===== src/core/ssm_cfg.svh =====
// constants of the quality message adaptation: codes, bit positions, counts
`ifndef SSM_CFG_SVH
`define SSM_CFG_SVH

// message codes, most significant bit first
`define SSM_CODE_PRC      4'h2
`define SSM_CODE_SSUT     4'h4
`define SSM_CODE_SSUL     4'h8
`define SSM_CODE_SEC      4'hB
`define SSM_CODE_DNU      4'hF

// position of the message in the overhead byte (bit 5 = msb = [3])
`define SSM_MSG_MSB       3
`define SSM_MSG_LSB       0
`define SSM_S1_W          8

// frames of an unchanged code before it is accepted
`define SSM_ACCEPT_FRAMES 3

// width of a clock source identifier
`define SSM_CSID_W        8

// reset values
`define SSM_S1_RST        8'h0F
`define SSM_CSID_RST      8'h00

`endif


===== src/core/ssm_pkg.sv =====
// types and code conversion of the quality message adaptation
`default_nettype none
`include "ssm_cfg.svh"

package ssm_pkg;

  // quality levels carried between the adaptation and the distribution layer
  typedef enum logic [2:0] {
    QL_PRIMARY          = 3'h0,
    QL_TRANSIT          = 3'h1,
    QL_LOCAL            = 3'h2,
    QL_EQUIPMENT        = 3'h3,
    QL_NOT_USABLE       = 3'h4,
    LEVEL_NOT_SUPPORTED = 3'h5
  } ssm_ql_e;

  // management settings, quasi static
  typedef struct packed {
    logic quality_mode_select;
    logic quality_msg_tx_disable;
    logic quality_msg_rx_support;
  } ssm_mgmt_s;

  typedef logic [3:0] ssm_code_t;

  function automatic ssm_code_t ssm_encode(input ssm_ql_e ql);
    ssm_code_t c;
    c = `SSM_CODE_DNU;
    case (ql)
      QL_PRIMARY:   c = `SSM_CODE_PRC;
      QL_TRANSIT:   c = `SSM_CODE_SSUT;
      QL_LOCAL:     c = `SSM_CODE_SSUL;
      QL_EQUIPMENT: c = `SSM_CODE_SEC;
      default:      c = `SSM_CODE_DNU;
    endcase
    return c;
  endfunction

  function automatic ssm_ql_e ssm_decode(input ssm_code_t c);
    ssm_ql_e ql;
    ql = QL_NOT_USABLE;
    case (c)
      `SSM_CODE_PRC:  ql = QL_PRIMARY;
      `SSM_CODE_SSUT: ql = QL_TRANSIT;
      `SSM_CODE_SSUL: ql = QL_LOCAL;
      `SSM_CODE_SEC:  ql = QL_EQUIPMENT;
      default:        ql = QL_NOT_USABLE;
    endcase
    return ql;
  endfunction

endpackage

`default_nettype wire


===== src/core/ssm_persist.sv =====
// persistence filter: accepts a code seen in a run of consecutive frames
`default_nettype none
`include "ssm_cfg.svh"

module ssm_persist #(
  parameter int unsigned W      = 4,
  parameter int unsigned FRAMES = `SSM_ACCEPT_FRAMES
) (
  // clock and reset
  input  wire logic         clk,
  input  wire logic         rst_n,
  // frame samples
  input  wire logic         enable,
  input  wire logic         sample,
  input  wire logic [W-1:0] code_in,
  // accepted code
  output logic      [W-1:0] accepted_q
);

  localparam int unsigned CNT_W = $clog2(FRAMES + 1);

  if (FRAMES < 2) begin : g_chk
    $error("ssm_persist: FRAMES must be at least 2");
  end

  logic [W-1:0]     cand_q;
  logic [W-1:0]     cand_d;
  logic [CNT_W-1:0] cnt_q;
  logic [CNT_W-1:0] cnt_d;
  logic [W-1:0]     acc_d;

  // -------------------------------------------------------------------
  // run counting
  // -------------------------------------------------------------------
  always_comb begin
    cand_d = cand_q;
    cnt_d  = cnt_q;
    acc_d  = accepted_q;
    // run restarts on disable so a re-enable needs fresh frames
    if (!enable) begin
      cnt_d = '0;
    end else if (sample) begin
      if ((cnt_q != '0) && (code_in == cand_q)) begin
        if (cnt_q != CNT_W'(FRAMES)) begin
          cnt_d = CNT_W'(cnt_q + 1'b1);
        end
      end else begin
        cand_d = code_in;
        cnt_d  = CNT_W'(1);
      end
      if (cnt_d == CNT_W'(FRAMES)) begin
        acc_d = cand_d;
      end
    end
  end

  always_ff @(posedge clk or negedge rst_n) begin
    if (!rst_n) begin
      cand_q     <= '0;
      cnt_q      <= '0;
      accepted_q <= W'(`SSM_CODE_DNU);
    end else begin
      cand_q     <= cand_d;
      cnt_q      <= cnt_d;
      accepted_q <= acc_d;
    end
  end

  // -------------------------------------------------------------------
  // checks
  // -------------------------------------------------------------------
  property p_accept_run;
    @(posedge clk) disable iff (!rst_n)
    (enable && sample && (cnt_q == CNT_W'(FRAMES - 1)) && (code_in == cand_q))
      |=> (accepted_q == $past(code_in));
  endproperty
  a_accept_run: assert property (p_accept_run)
    else $error("code not accepted after full run");

  property p_no_early;
    @(posedge clk) disable iff (!rst_n)
    (accepted_q != $past(accepted_q))
      |-> ($past(cnt_q) == CNT_W'(FRAMES - 1)) && $past(sample && enable);
  endproperty
  a_no_early: assert property (p_no_early)
    else $error("accepted code changed before full run");

endmodule

`default_nettype wire


===== src/core/ssm_adapt.sv =====
// quality message adaptation: source insertion and sink extraction of S1 bits 5-8
// How it works
// - source maps primary, transit, local, equipment levels to 0010, 0100, 1000, 1011
// - quality mode disabled: source sends message 1111
// - returned remote identifier equals incoming identifier: source sends 1111
// - transmit disable set: source sends 1111
// - message sits in S1 bits 5 to 8, bit 5 most significant
// - sink samples bits each frame, accepts after three equal frames
// - sink converts accepted code to a level on its quality output
// - quality mode disabled: sink output forced to not supported
// - message support off: sink output forced to not supported
// - local identifier drives sink identifier and remote identifier outputs
// - recovered timing passes through to the timing output
`default_nettype none
`include "ssm_cfg.svh"

module ssm_adapt #(
  parameter int unsigned CSID_W = `SSM_CSID_W,
  parameter int unsigned FRAMES = `SSM_ACCEPT_FRAMES
) (
  // clock and reset
  input  wire logic                    clk,
  input  wire logic                    rst_n,
  // management
  input  wire ssm_pkg::ssm_mgmt_s      mgmt,
  input  wire logic [CSID_W-1:0]       local_source_ident,
  // source side, from distribution layer and framer
  input  wire ssm_pkg::ssm_ql_e        tx_quality_level,
  input  wire logic [CSID_W-1:0]       tx_source_ident,
  input  wire logic                    tx_frame_start,
  input  wire logic [`SSM_S1_W-1:0]    tx_s1_in,
  // source side, to framer
  output logic      [`SSM_S1_W-1:0]    tx_s1_q,
  // sink side, from deframer
  input  wire logic                    rx_frame_start,
  input  wire logic [`SSM_S1_W-1:0]    rx_s1,
  input  wire logic                    trail_signal_fail,
  input  wire logic                    recovered_timing,
  // sink side, to distribution layer
  output var ssm_pkg::ssm_ql_e         quality_level_q,
  output logic                         server_signal_fail,
  output logic      [CSID_W-1:0]       source_ident_q,
  output logic      [CSID_W-1:0]       remote_source_ident_q,
  output logic                         frame_clock_q
);

  if (CSID_W < 1) begin : g_chk
    $error("ssm_adapt: CSID_W must be at least 1");
  end

  localparam int unsigned MW = `SSM_MSG_MSB - `SSM_MSG_LSB + 1;

  // -------------------------------------------------------------------
  // source: message selection
  // -------------------------------------------------------------------
  ssm_pkg::ssm_code_t      msg_q;
  ssm_pkg::ssm_code_t      msg_d;
  logic [`SSM_S1_W-1:0]    s1_d;
  logic                    loop_hit;

  assign loop_hit = (tx_source_ident == remote_source_ident_q);

  always_comb begin
    msg_d = msg_q;
    // message held over a frame, refreshed at its start
    if (tx_frame_start) begin
      if (!mgmt.quality_mode_select) begin
        msg_d = `SSM_CODE_DNU;
      end else if (loop_hit) begin
        msg_d = `SSM_CODE_DNU;
      end else if (mgmt.quality_msg_tx_disable) begin
        msg_d = `SSM_CODE_DNU;
      end else begin
        msg_d = ssm_pkg::ssm_encode(tx_quality_level);
      end
    end
  end

  always_comb begin
    s1_d = tx_s1_in;
    s1_d[`SSM_MSG_MSB:`SSM_MSG_LSB] = msg_q;
  end

  always_ff @(posedge clk or negedge rst_n) begin
    if (!rst_n) begin
      msg_q   <= `SSM_CODE_DNU;
      tx_s1_q <= `SSM_S1_RST;
    end else begin
      msg_q   <= msg_d;
      tx_s1_q <= s1_d;
    end
  end

  // -------------------------------------------------------------------
  // sink: extraction and level
  // -------------------------------------------------------------------
  logic                    rx_enable;
  logic [MW-1:0]           accepted;
  ssm_pkg::ssm_ql_e        ql_d;

  assign rx_enable = mgmt.quality_mode_select && mgmt.quality_msg_rx_support;

  ssm_persist #(
    .W      (MW),
    .FRAMES (FRAMES)
  ) u_persist (
    .clk        (clk),
    .rst_n      (rst_n),
    .enable     (rx_enable),
    .sample     (rx_frame_start),
    .code_in    (rx_s1[`SSM_MSG_MSB:`SSM_MSG_LSB]),
    .accepted_q (accepted)
  );

  always_comb begin
    if (!mgmt.quality_mode_select) begin
      ql_d = ssm_pkg::LEVEL_NOT_SUPPORTED;
    end else if (!mgmt.quality_msg_rx_support) begin
      ql_d = ssm_pkg::LEVEL_NOT_SUPPORTED;
    end else begin
      ql_d = ssm_pkg::ssm_decode(accepted);
    end
  end

  assign server_signal_fail = trail_signal_fail;

  // -------------------------------------------------------------------
  // sink: identifiers and timing
  // -------------------------------------------------------------------
  logic [2:0]              tim_sync_q;
  logic [2:0]              tim_sync_d;
  logic                    tim_out_d;

  always_comb begin
    tim_sync_d = {tim_sync_q[1:0], recovered_timing};
    tim_out_d  = (tim_sync_q[1] == tim_sync_q[2]) ? tim_sync_q[2] : frame_clock_q;
  end

  always_ff @(posedge clk or negedge rst_n) begin
    if (!rst_n) begin
      quality_level_q       <= ssm_pkg::LEVEL_NOT_SUPPORTED;
      source_ident_q        <= CSID_W'(`SSM_CSID_RST);
      remote_source_ident_q <= CSID_W'(`SSM_CSID_RST);
      tim_sync_q            <= '0;
      frame_clock_q         <= 1'b0;
    end else begin
      quality_level_q       <= ql_d;
      source_ident_q        <= local_source_ident;
      remote_source_ident_q <= local_source_ident;
      tim_sync_q            <= tim_sync_d;
      frame_clock_q         <= tim_out_d;
    end
  end

  // -------------------------------------------------------------------
  // checks
  // -------------------------------------------------------------------
  property p_encode;
    @(posedge clk) disable iff (!rst_n)
    (tx_frame_start && mgmt.quality_mode_select && !loop_hit
      && !mgmt.quality_msg_tx_disable)
      |=> (msg_q == ssm_pkg::ssm_encode($past(tx_quality_level)))
      ##1 (tx_s1_q[`SSM_MSG_MSB:`SSM_MSG_LSB] == $past(msg_q));
  endproperty
  a_encode: assert property (p_encode)
    else $error("source level encoded wrongly");

  property p_mode_off_tx;
    @(posedge clk) disable iff (!rst_n)
    (tx_frame_start && !mgmt.quality_mode_select)
      |=> ##1 (tx_s1_q[`SSM_MSG_MSB:`SSM_MSG_LSB] == `SSM_CODE_DNU);
  endproperty
  a_mode_off_tx: assert property (p_mode_off_tx)
    else $error("disabled mode did not send all ones");

  property p_loop;
    @(posedge clk) disable iff (!rst_n)
    (tx_frame_start && (tx_source_ident == remote_source_ident_q))
      |=> (msg_q == `SSM_CODE_DNU);
  endproperty
  a_loop: assert property (p_loop)
    else $error("timing loop not blocked");

  property p_tx_dis;
    @(posedge clk) disable iff (!rst_n)
    (tx_frame_start && mgmt.quality_msg_tx_disable) |=> (msg_q == `SSM_CODE_DNU);
  endproperty
  a_tx_dis: assert property (p_tx_dis)
    else $error("transmit disable did not send all ones");

  property p_place;
    @(posedge clk) disable iff (!rst_n)
    1'b1 |=> (tx_s1_q[`SSM_S1_W-1:`SSM_MSG_MSB+1] == $past(tx_s1_in[`SSM_S1_W-1:4]))
      && (tx_s1_q[`SSM_MSG_MSB:`SSM_MSG_LSB] == $past(msg_q));
  endproperty
  a_place: assert property (p_place)
    else $error("message misplaced in overhead byte");

  property p_level;
    @(posedge clk) disable iff (!rst_n)
    (mgmt.quality_mode_select && mgmt.quality_msg_rx_support)
      |=> (quality_level_q == ssm_pkg::ssm_decode($past(accepted)));
  endproperty
  a_level: assert property (p_level)
    else $error("sink level does not follow accepted code");

  property p_unknown;
    @(posedge clk) disable iff (!rst_n)
    (rx_enable
      && !(accepted inside {`SSM_CODE_PRC, `SSM_CODE_SSUT, `SSM_CODE_SSUL, `SSM_CODE_SEC}))
      |=> (quality_level_q == ssm_pkg::QL_NOT_USABLE);
  endproperty
  a_unknown: assert property (p_unknown)
    else $error("unlisted code not mapped to not usable");

  property p_mode_off_rx;
    @(posedge clk) disable iff (!rst_n)
    !mgmt.quality_mode_select |=> (quality_level_q == ssm_pkg::LEVEL_NOT_SUPPORTED);
  endproperty
  a_mode_off_rx: assert property (p_mode_off_rx)
    else $error("disabled mode level not forced");

  property p_no_support;
    @(posedge clk) disable iff (!rst_n)
    !mgmt.quality_msg_rx_support |=> (quality_level_q == ssm_pkg::LEVEL_NOT_SUPPORTED);
  endproperty
  a_no_support: assert property (p_no_support)
    else $error("unsupported message level not forced");

  property p_ident;
    @(posedge clk) disable iff (!rst_n)
    $stable(local_source_ident) |=> (source_ident_q == $past(local_source_ident))
      && (remote_source_ident_q == $past(local_source_ident));
  endproperty
  a_ident: assert property (p_ident)
    else $error("identifier outputs do not follow local identifier");

  property p_timing;
    @(posedge clk) disable iff (!rst_n)
    (tim_sync_q[1] == tim_sync_q[2]) |=> (frame_clock_q == $past(tim_sync_q[2]));
  endproperty
  a_timing: assert property (p_timing)
    else $error("timing output does not follow recovered timing");

  property p_ssf;
    @(posedge clk) disable iff (!rst_n)
    server_signal_fail == trail_signal_fail;
  endproperty
  a_ssf: assert property (p_ssf)
    else $error("server signal fail differs from trail fail");

endmodule

`default_nettype wire


===== config.mk =====
export PLATFORM = sky130hd
export DESIGN_NAME = ssm_adapt
export DESIGN_NICKNAME = d
export VERILOG_FILES = /design/src/core/ssm_pkg.sv /design/src/core/ssm_persist.sv /design/src/core/ssm_adapt.sv
export VERILOG_INCLUDE_DIRS = /design/src /design/src/core
export SDC_FILE = /design/constraint.sdc
export NUM_CORES = 1
export LEC_CHECK = 0
export BUFFER_PORTS_ARGS = -buffer_cell sky130_fd_sc_hd__buf_2
export CAP_MARGIN = 10
export CORE_AREA = 2 2 58 60
export DETAILED_ROUTE_END_ITERATION = 10
export DIE_AREA = 0 0 60 62
export GPL_TIMING_DRIVEN = 0
export HOLD_SLACK_MARGIN = 0.06
export PLACE_DENSITY = 0.87
export SLEW_MARGIN = 5
export SYNTH_ARGS = -nofsm -noshare
export SYNTH_HDL_FRONTEND = slang
export SYNTH_SLANG_ARGS = --single-unit
export TNS_END_PERCENT = 1

===== constraint.sdc =====
create_clock -name clk -period 2.1 [get_ports clk]
set_input_delay 0.105 -clock clk [delete_from_list [all_inputs] [get_ports clk]]
set_output_delay 0.105 -clock clk [all_outputs]
set_load 0.005 [all_outputs]

### Word-level counts from Yosys, hierarchy flattened

Index checks and enable logic that the tools add are counted.

| storage, ports and cells | value |
|---|---|
| register bits after elaboration | 37 |
| latch bits | 0 |
| bits in writable memories | 0 |
| bits in read-only memories | 0 |
| input bits | 44 |
| output and inout bits | 29 |
| word-level logic and storage cells | 43 |
| memories | 0 |

| cells by class | value |
|---|---|
| add/sub/neg operators | 1 |
| $mul | 0 |
| div/mod/pow operators | 0 |
| order comparisons | 0 |
| eq/ne operators | 13 |
| shifts and indexed selects | 0 |
| mux-type cells | 14 |
| bitwise logic cells | 0 |
| reductions and logical operators | 6 |

Operator list:

| cell | number |
|---|---|
| 2-to-1 mux 4 bit | 4 |
| one-hot mux 4 bit (4 select lines) | 1 |
| 2-to-1 mux 2 bit | 6 |
| one-hot mux 3 bit (4 select lines) | 1 |
| == test 4 bit, second input constant | 2 |
| == test 8 bit | 1 |
| == test 3 x 2 -> 1 bit, second input constant | 2 |
| 2-to-1 mux 3 bit | 2 |
| == test 4 x 2 -> 1 bit, second input constant | 1 |
| == test 4 x 3 -> 1 bit, second input constant | 1 |
| == test 4 bit | 1 |
| inequality test 2 bit, second input constant | 2 |
| == test 3 x 1 -> 1 bit, second input constant | 1 |
| zero test 3 bit | 1 |
| AND reduction 3 bit | 1 |
| adder 2 x 1 -> 2 bit, second input constant | 1 |
| == test 2 bit, second input constant | 1 |
| logical AND 1 bit | 2 |
| AND reduction 2 bit | 1 |
| nonzero test 2 bit | 1 |
| == test 1 bit | 1 |

### Longest topological paths before layout

| logic depth | value |
|---|---|
| word-level depth | 7 |
| mapped depth | 4 |
| mapped depth without buffers | 4 |

### Cells and area by module

Synthesis repeated with hierarchy kept, for this count alone.

| second synthesis, totals | value |
|---|---|
| cell total of the unflattened synthesis | 110 |
| area, all modules | 1487.7 um2 |

Modules (own cells, without submodules):

| module | times used | cells each | area each (um2) | sequential area each (um2) |
|---|---|---|---|---|
| ssm_adapt | 1 | 73 | 1021.0 | 688.2 |
| ssm_persist | 1 | 37 | 466.7 | 255.2 |

### Worst setup path after synthesis

OpenSTA, ideal clock, no wires.

| timing | value |
|---|---|
| path type | register to register |
| from | register u_persist.cand_q[2] |
| to | register u_persist.accepted_q[1] |
| library setup time | 82 ps |
| data arrival time | 1297 ps |
| required time | 2018 ps |
| setup slack | 720 ps |
| stages on the path, launching flop included | 5 |
| path buffers | 0 |
| clock period less this slack | 1380 ps |
| cells stage by stage | dfrtp_1 xnor2_1 nand4_2 nor3_4 mux2_2 |

| between the ends | value |
|---|---|
| cells in the longest elaborated chain, start to end | 7 |
| elaborated cells on any way between the ends | 8 |
| classes of those cells | eq/ne: 2; mux: 4; reduce/logical: 2 |

RTL lines:

| what | RTL line | RTL |
|---|---|---|
| start: declaration | ssm_persist.sv:26 | `logic [W-1:0] cand_q;` |
| start signal: assignment | ssm_persist.sv:63 | `cand_q <= cand_d;` |
| == test 4 bit (*) | ssm_persist.sv:43 | `if ((cnt_q != '0) && (code_in == cand_q)) begin` |
| logical AND 1 bit (*) | ssm_persist.sv:43 |  |
| 2-to-1 mux 2 bit | ssm_persist.sv:43 |  |
| 2-to-1 mux 2 bit | ssm_persist.sv:42 | `end else if (sample) begin` |
| 2-to-1 mux 2 bit | ssm_persist.sv:40 | `if (!enable) begin` |
| == test 2 bit | ssm_persist.sv:51 | `if (cnt_d == CNT_W'(FRAMES)) begin` |
| AND reduction 3 bit (no line) | - |  |
| end signal: assignment | ssm_persist.sv:61 | `` accepted_q <= W'(`SSM_CODE_DNU); `` |
| end: declaration | ssm_persist.sv:17 | `output logic [W-1:0] accepted_q` |

Mark *: on every way between the ends. The rest lies on a longest branch, timed or not. The select of a mux whose other input is x is not followed.
A chain may end at the register's enable or synchronous reset.

### Final worst setup path

| timing | value |
|---|---|
| from | register remote_source_ident_q[3] |
| to | register msg_q[2] |

| between the ends | value |
|---|---|
| cells in the longest elaborated chain, start to end | 3 |

RTL lines:

| what | RTL line | RTL |
|---|---|---|
| start: declaration | ssm_adapt.sv:43 | `output logic [CSID_W-1:0] remote_source_ident_q,` |
| start signal: assignment | ssm_adapt.sv:143 | `` remote_source_ident_q <= CSID_W'(`SSM_CSID_RST); `` |
| start signal: assignment | ssm_adapt.sv:149 | `remote_source_ident_q <= local_source_ident;` |
| == test 8 bit | ssm_adapt.sv:61 | `assign loop_hit = (tx_source_ident == remote_source_ident_q);` |
| 2-to-1 mux 4 bit | ssm_adapt.sv:69 | `end else if (loop_hit) begin` |
| 2-to-1 mux 4 bit | ssm_adapt.sv:67 | `if (!mgmt.quality_mode_select) begin` |
| end signal: assignment | ssm_adapt.sv:86 | `` msg_q <= `SSM_CODE_DNU; `` |
| end signal: assignment | ssm_adapt.sv:89 | `msg_q <= msg_d;` |
| end: declaration | ssm_adapt.sv:56 | `ssm_pkg::ssm_code_t msg_q;` |

No other way between the ends.

==> metrics.md <==
| Metric | Value |
|---|---|
| Status | `finished, final reports clean` |
| Clock Tree Buf Depth | `2` |
| Maximum achievable frequency | `539 MHz` |
| Wirelength, routed | `~2.9 mm` |
| WHS Path Cells | `3` |
| Top-count cell post-synth | `dfrtp_1` |
| Synth area leader | `dfrtp_1` |
| Initial antenna violation count | `0` |
| Final setup skew | `0.00887 ns` |
| Fin area | `0.00213 mm²` |
| GR Overflow Total | `0` |
| Die Width | `60 µm` |
| Setup crit end kind | `flip-flop` |
| Worst-skew pair later-pin latency | `between 0.3 and 0.4 ns` |
| Seq/Total Area, Yosys | `65.4%` |
| Num CTS Buffers | `5` |
| Crit Path Category | `flip-flop to flip-flop` |
| DP Worst Slack | `0.606 ns` |
| Root buffer cell | `clkbuf_4` |
| Post-DP HPWL | `2.00 mm` |
| Worst r2r path cells | `5` |
| VDD IR max | `0.345 mV` |
| Num ports | `73` |
| CP required | `2.37 ns` |
| Starting density of the core | `between 40% and 50%` |
| Antenna viol nets, final | `0` |
| Leakage | `1.01 nW` |
| Sink Count | `37` |
| Cells after synthesis | `approximately 100` |
| Tot GR Track Use | `16.4%` |
| Hold_sp | `tx_quality_level[2]` |
| Max-slew headroom | `49.0%` |
| Die H | `62 µm` |
| Post-synth EDFFs | `0` |
| Diode count | `0` |
| Avg Inst Size Synth | `13.9 µm²` |
| Fin. Hold Viols | `0` |
| Distinct cells, synth | `25` |
| DRT iter0 DRCs | `55` |
| Worst Setup Start Kind | `flip-flop` |
| Critical path arrival | `2.13 ns` |
| RSZ-0062 raised after global routing | `no` |
| Flop2flop setup slack | `between 0.2 and 0.25 ns` |
| Largest cells by area after synthesis | `dfrtp_1, dfstp_2, xor2_1` |
| Clk slew on worst S/H paths | `about 0.10 ns` |
| DIE AREA | `0.00372 mm²` |
| Setup ws final | `0.246 ns` |
| Power Dens Cells | `641 mW/mm²` |
| Std-Cell Rows | `21` |
| Largest net degree at the start of global routing | `38` |
| Vias in the first global route | `between 1000 and 1500` |
| WL per Instance | `11.9 µm` |
| Maximum level of the CTS H-tree | `2` |
| Final nets | `244` |
| Port Buffers | `63` |
| Slew Limit Fails | `0` |
| Yosys reg bits | `37` |
| Vias per cell | `4.60` |
| Residual DRC | `0` |
| Hold Crit Class | `input port to flip-flop` |
| Crit-path max FO | `4` |
| RD Place Congestion | `approximately 0.76` |
| Max-cap violation count | `0` |
| Critical R2R Launch | `remote_source_ident_q[3]$_DFF_PN0_` |
| Setup violations, final | `0` |
| Synthesized Nets | `148` |
| First drt pass iteration count | `4` |
| CTS tree | `done` |
| Core area | `0.00318 mm²` |
| Post-route minimum period | `around 1.9 ns` |
| Synth warn | `0` |
| Measured slew at the worst slew-check pin | `0.764 ns` |
| Global-route wire length before repair | `4.30 mm` |
| Syn-to-layout area delta | `48.0%` |
| Worst min-delay path endpoint | `msg_q[3]$_DFFE_PN1P_` |
| DR vias | `between 1000 and 1500` |
| Fraction of layout instances using a drive strength above 1 | `between 40% and 50%` |
| Synth Cell Area | `0.00144 mm²` |
| Synth cell count leaders | `dfrtp_1, dfstp_2, xor2_1` |
| Async S/R FF share, synth | `100%` |
| RR Endpoint | `msg_q[2]$_DFFE_PN1P_` |
| Setup TNS | `0 ns` |
| Post-DP Area | `0.00182 mm²` |
| Main synth FF type | `dfrtp_1` |
| Final worst path period share | `88.3%` |
| Synth top area share | `39.9%` |
## layer usage
layer  GRT usage (%)  wire (µm)  part of all wire, %  vias to the layer above
met3            7.04        242                  8.2                        5
met1            15.9       1120                   38                      535
li1                -          -                    -                      540
met4            6.03         33                  1.1                        0
met2            30.7       1550                   53                       55
met5               0          0                    0                        -
## worst max-delay path, stage by stage (launching register included)
cell and delay, ns:
dfrtp_1 0.43, xor2_1 0.18, nor4_1 0.28, nand2_1 0.17, a31oi_1 0.17, dlygate4sd3_1 0.57
## layout by cell type (no fill, tap or decap), drive strengths merged
cell type | Yosys | final
buf | 9 | 72
dlygate4sd3 | 0 | 26
dfrtp | 23 | 23
dfstp | 14 | 14
xor2 | 10 | 10
mux2 | 8 | 8
clkbuf | 0 | 8
nand2 | 6 | 6
xnor2 | 5 | 5
nor2 | 5 | 5
a31oi | 4 | 4
nor3 | 4 | 4
nand3 | 2 | 2
inv | 2 | 2
nor4 | 2 | 2
nand4 | 2 | 2
nor4b | 1 | 1
or4b | 1 | 1
nand4b | 1 | 1
nor3b | 1 | 1
a21oi | 1 | 1
o21ai | 1 | 1
a221oi | 1 | 1
maj3 | 1 | 1
## kinds of logic (layout without fill, tap and decap cells)
group / Yosys count / count (layout) / synth area share [%]
mux: 8 / 8 / 6.24
buf+inv: 11 / 108 / 5.20
xor+xnor: 15 / 15 / 9.11
fa+ha+maj: 1 / 1 / 0.694
compound gates: 7 / 7 / 3.03
simple gates: 25 / 25 / 10.3
flops: 37 / 37 / 65.4
## worst max path at each step
| stage | slack (ns) | end | depth (start not counted) | startpoint |
|---|---|---|---|---|
| after floorplan | 0.72 | u_persist.accepted_q[1]$_DFFE_PN1P_ | 4 | u_persist.cand_q[2]$_DFFE_PN0P_ |
| after global placement | 0.64 | u_persist.accepted_q[2]$_DFFE_PN1P_ | 4 | u_persist.cand_q[2]$_DFFE_PN0P_ |
| after detailed placement | 0.61 | u_persist.accepted_q[3]$_DFFE_PN1P_ | 4 | u_persist.cand_q[2]$_DFFE_PN0P_ |
| after CTS | 0.27 | quality_level_q[2]$_DFF_PN1_ | 4 | u_persist.accepted_q[2]$_DFFE_PN1P_ |
| after global routing | 0.07 | msg_q[2]$_DFFE_PN1P_ | 5 | remote_source_ident_q[3]$_DFF_PN0_ |
| final | 0.25 | msg_q[2]$_DFFE_PN1P_ | 5 | remote_source_ident_q[3]$_DFF_PN0_ |
## metrics by stage
step / hold WS (ns) / total power [mW] / cells / utilization [%]
detailed placement: 0.214 / 0.963 / 213 / 57.1
global route: 0.179 / 1.45 / 247 / 67.1
CTS: 0.121 / 1.39 / 247 / 67.1
floorplan: -0.191 / 0.872 / 104 / -
global placement: 0.213 / 0.957 / 213 / 57.1
finish: 0.148 / 1.37 / 247 / 67.1
## sequential cells by signal, summed over array words and instances (netlist names), 2 cells and up
register               flops
u_persist.cnt_q            2
u_persist.cand_q           4
msg_q                      4
remote_source_ident_q      8
tx_s1_q                    8
quality_level_q            3
tim_sync_q                 3
u_persist.accepted_q       4
## power by group
part / switching (mW) / leakage [nW] / internal [mW]
sequential: 0.0241 / 0.422 / 0.761
combinational: 0.0808 / 0.551 / 0.120
clock: 0.218 / 0.0326 / 0.165
## area by class of cell
cell class	instances	area (µm²)
multi-input cells	56	424
fillers	247	1040
clock buffers	8	58.8
repair buffers	89	576
plain buffers	9	67.6
inverters	2	7.51
well taps	46	57.6
flip-flops and latches	37	943
## what timing repair did
action | CTS | global route
hold buffers | 26 | 0
endpoints found under the hold margin | 52 | 0
setup buffers | 0 | 0
gates resized for setup | 0 | 0
endpoints found under the setup margin | 0 | 0
Note: power is estimated with default switching activity, not from simulation.
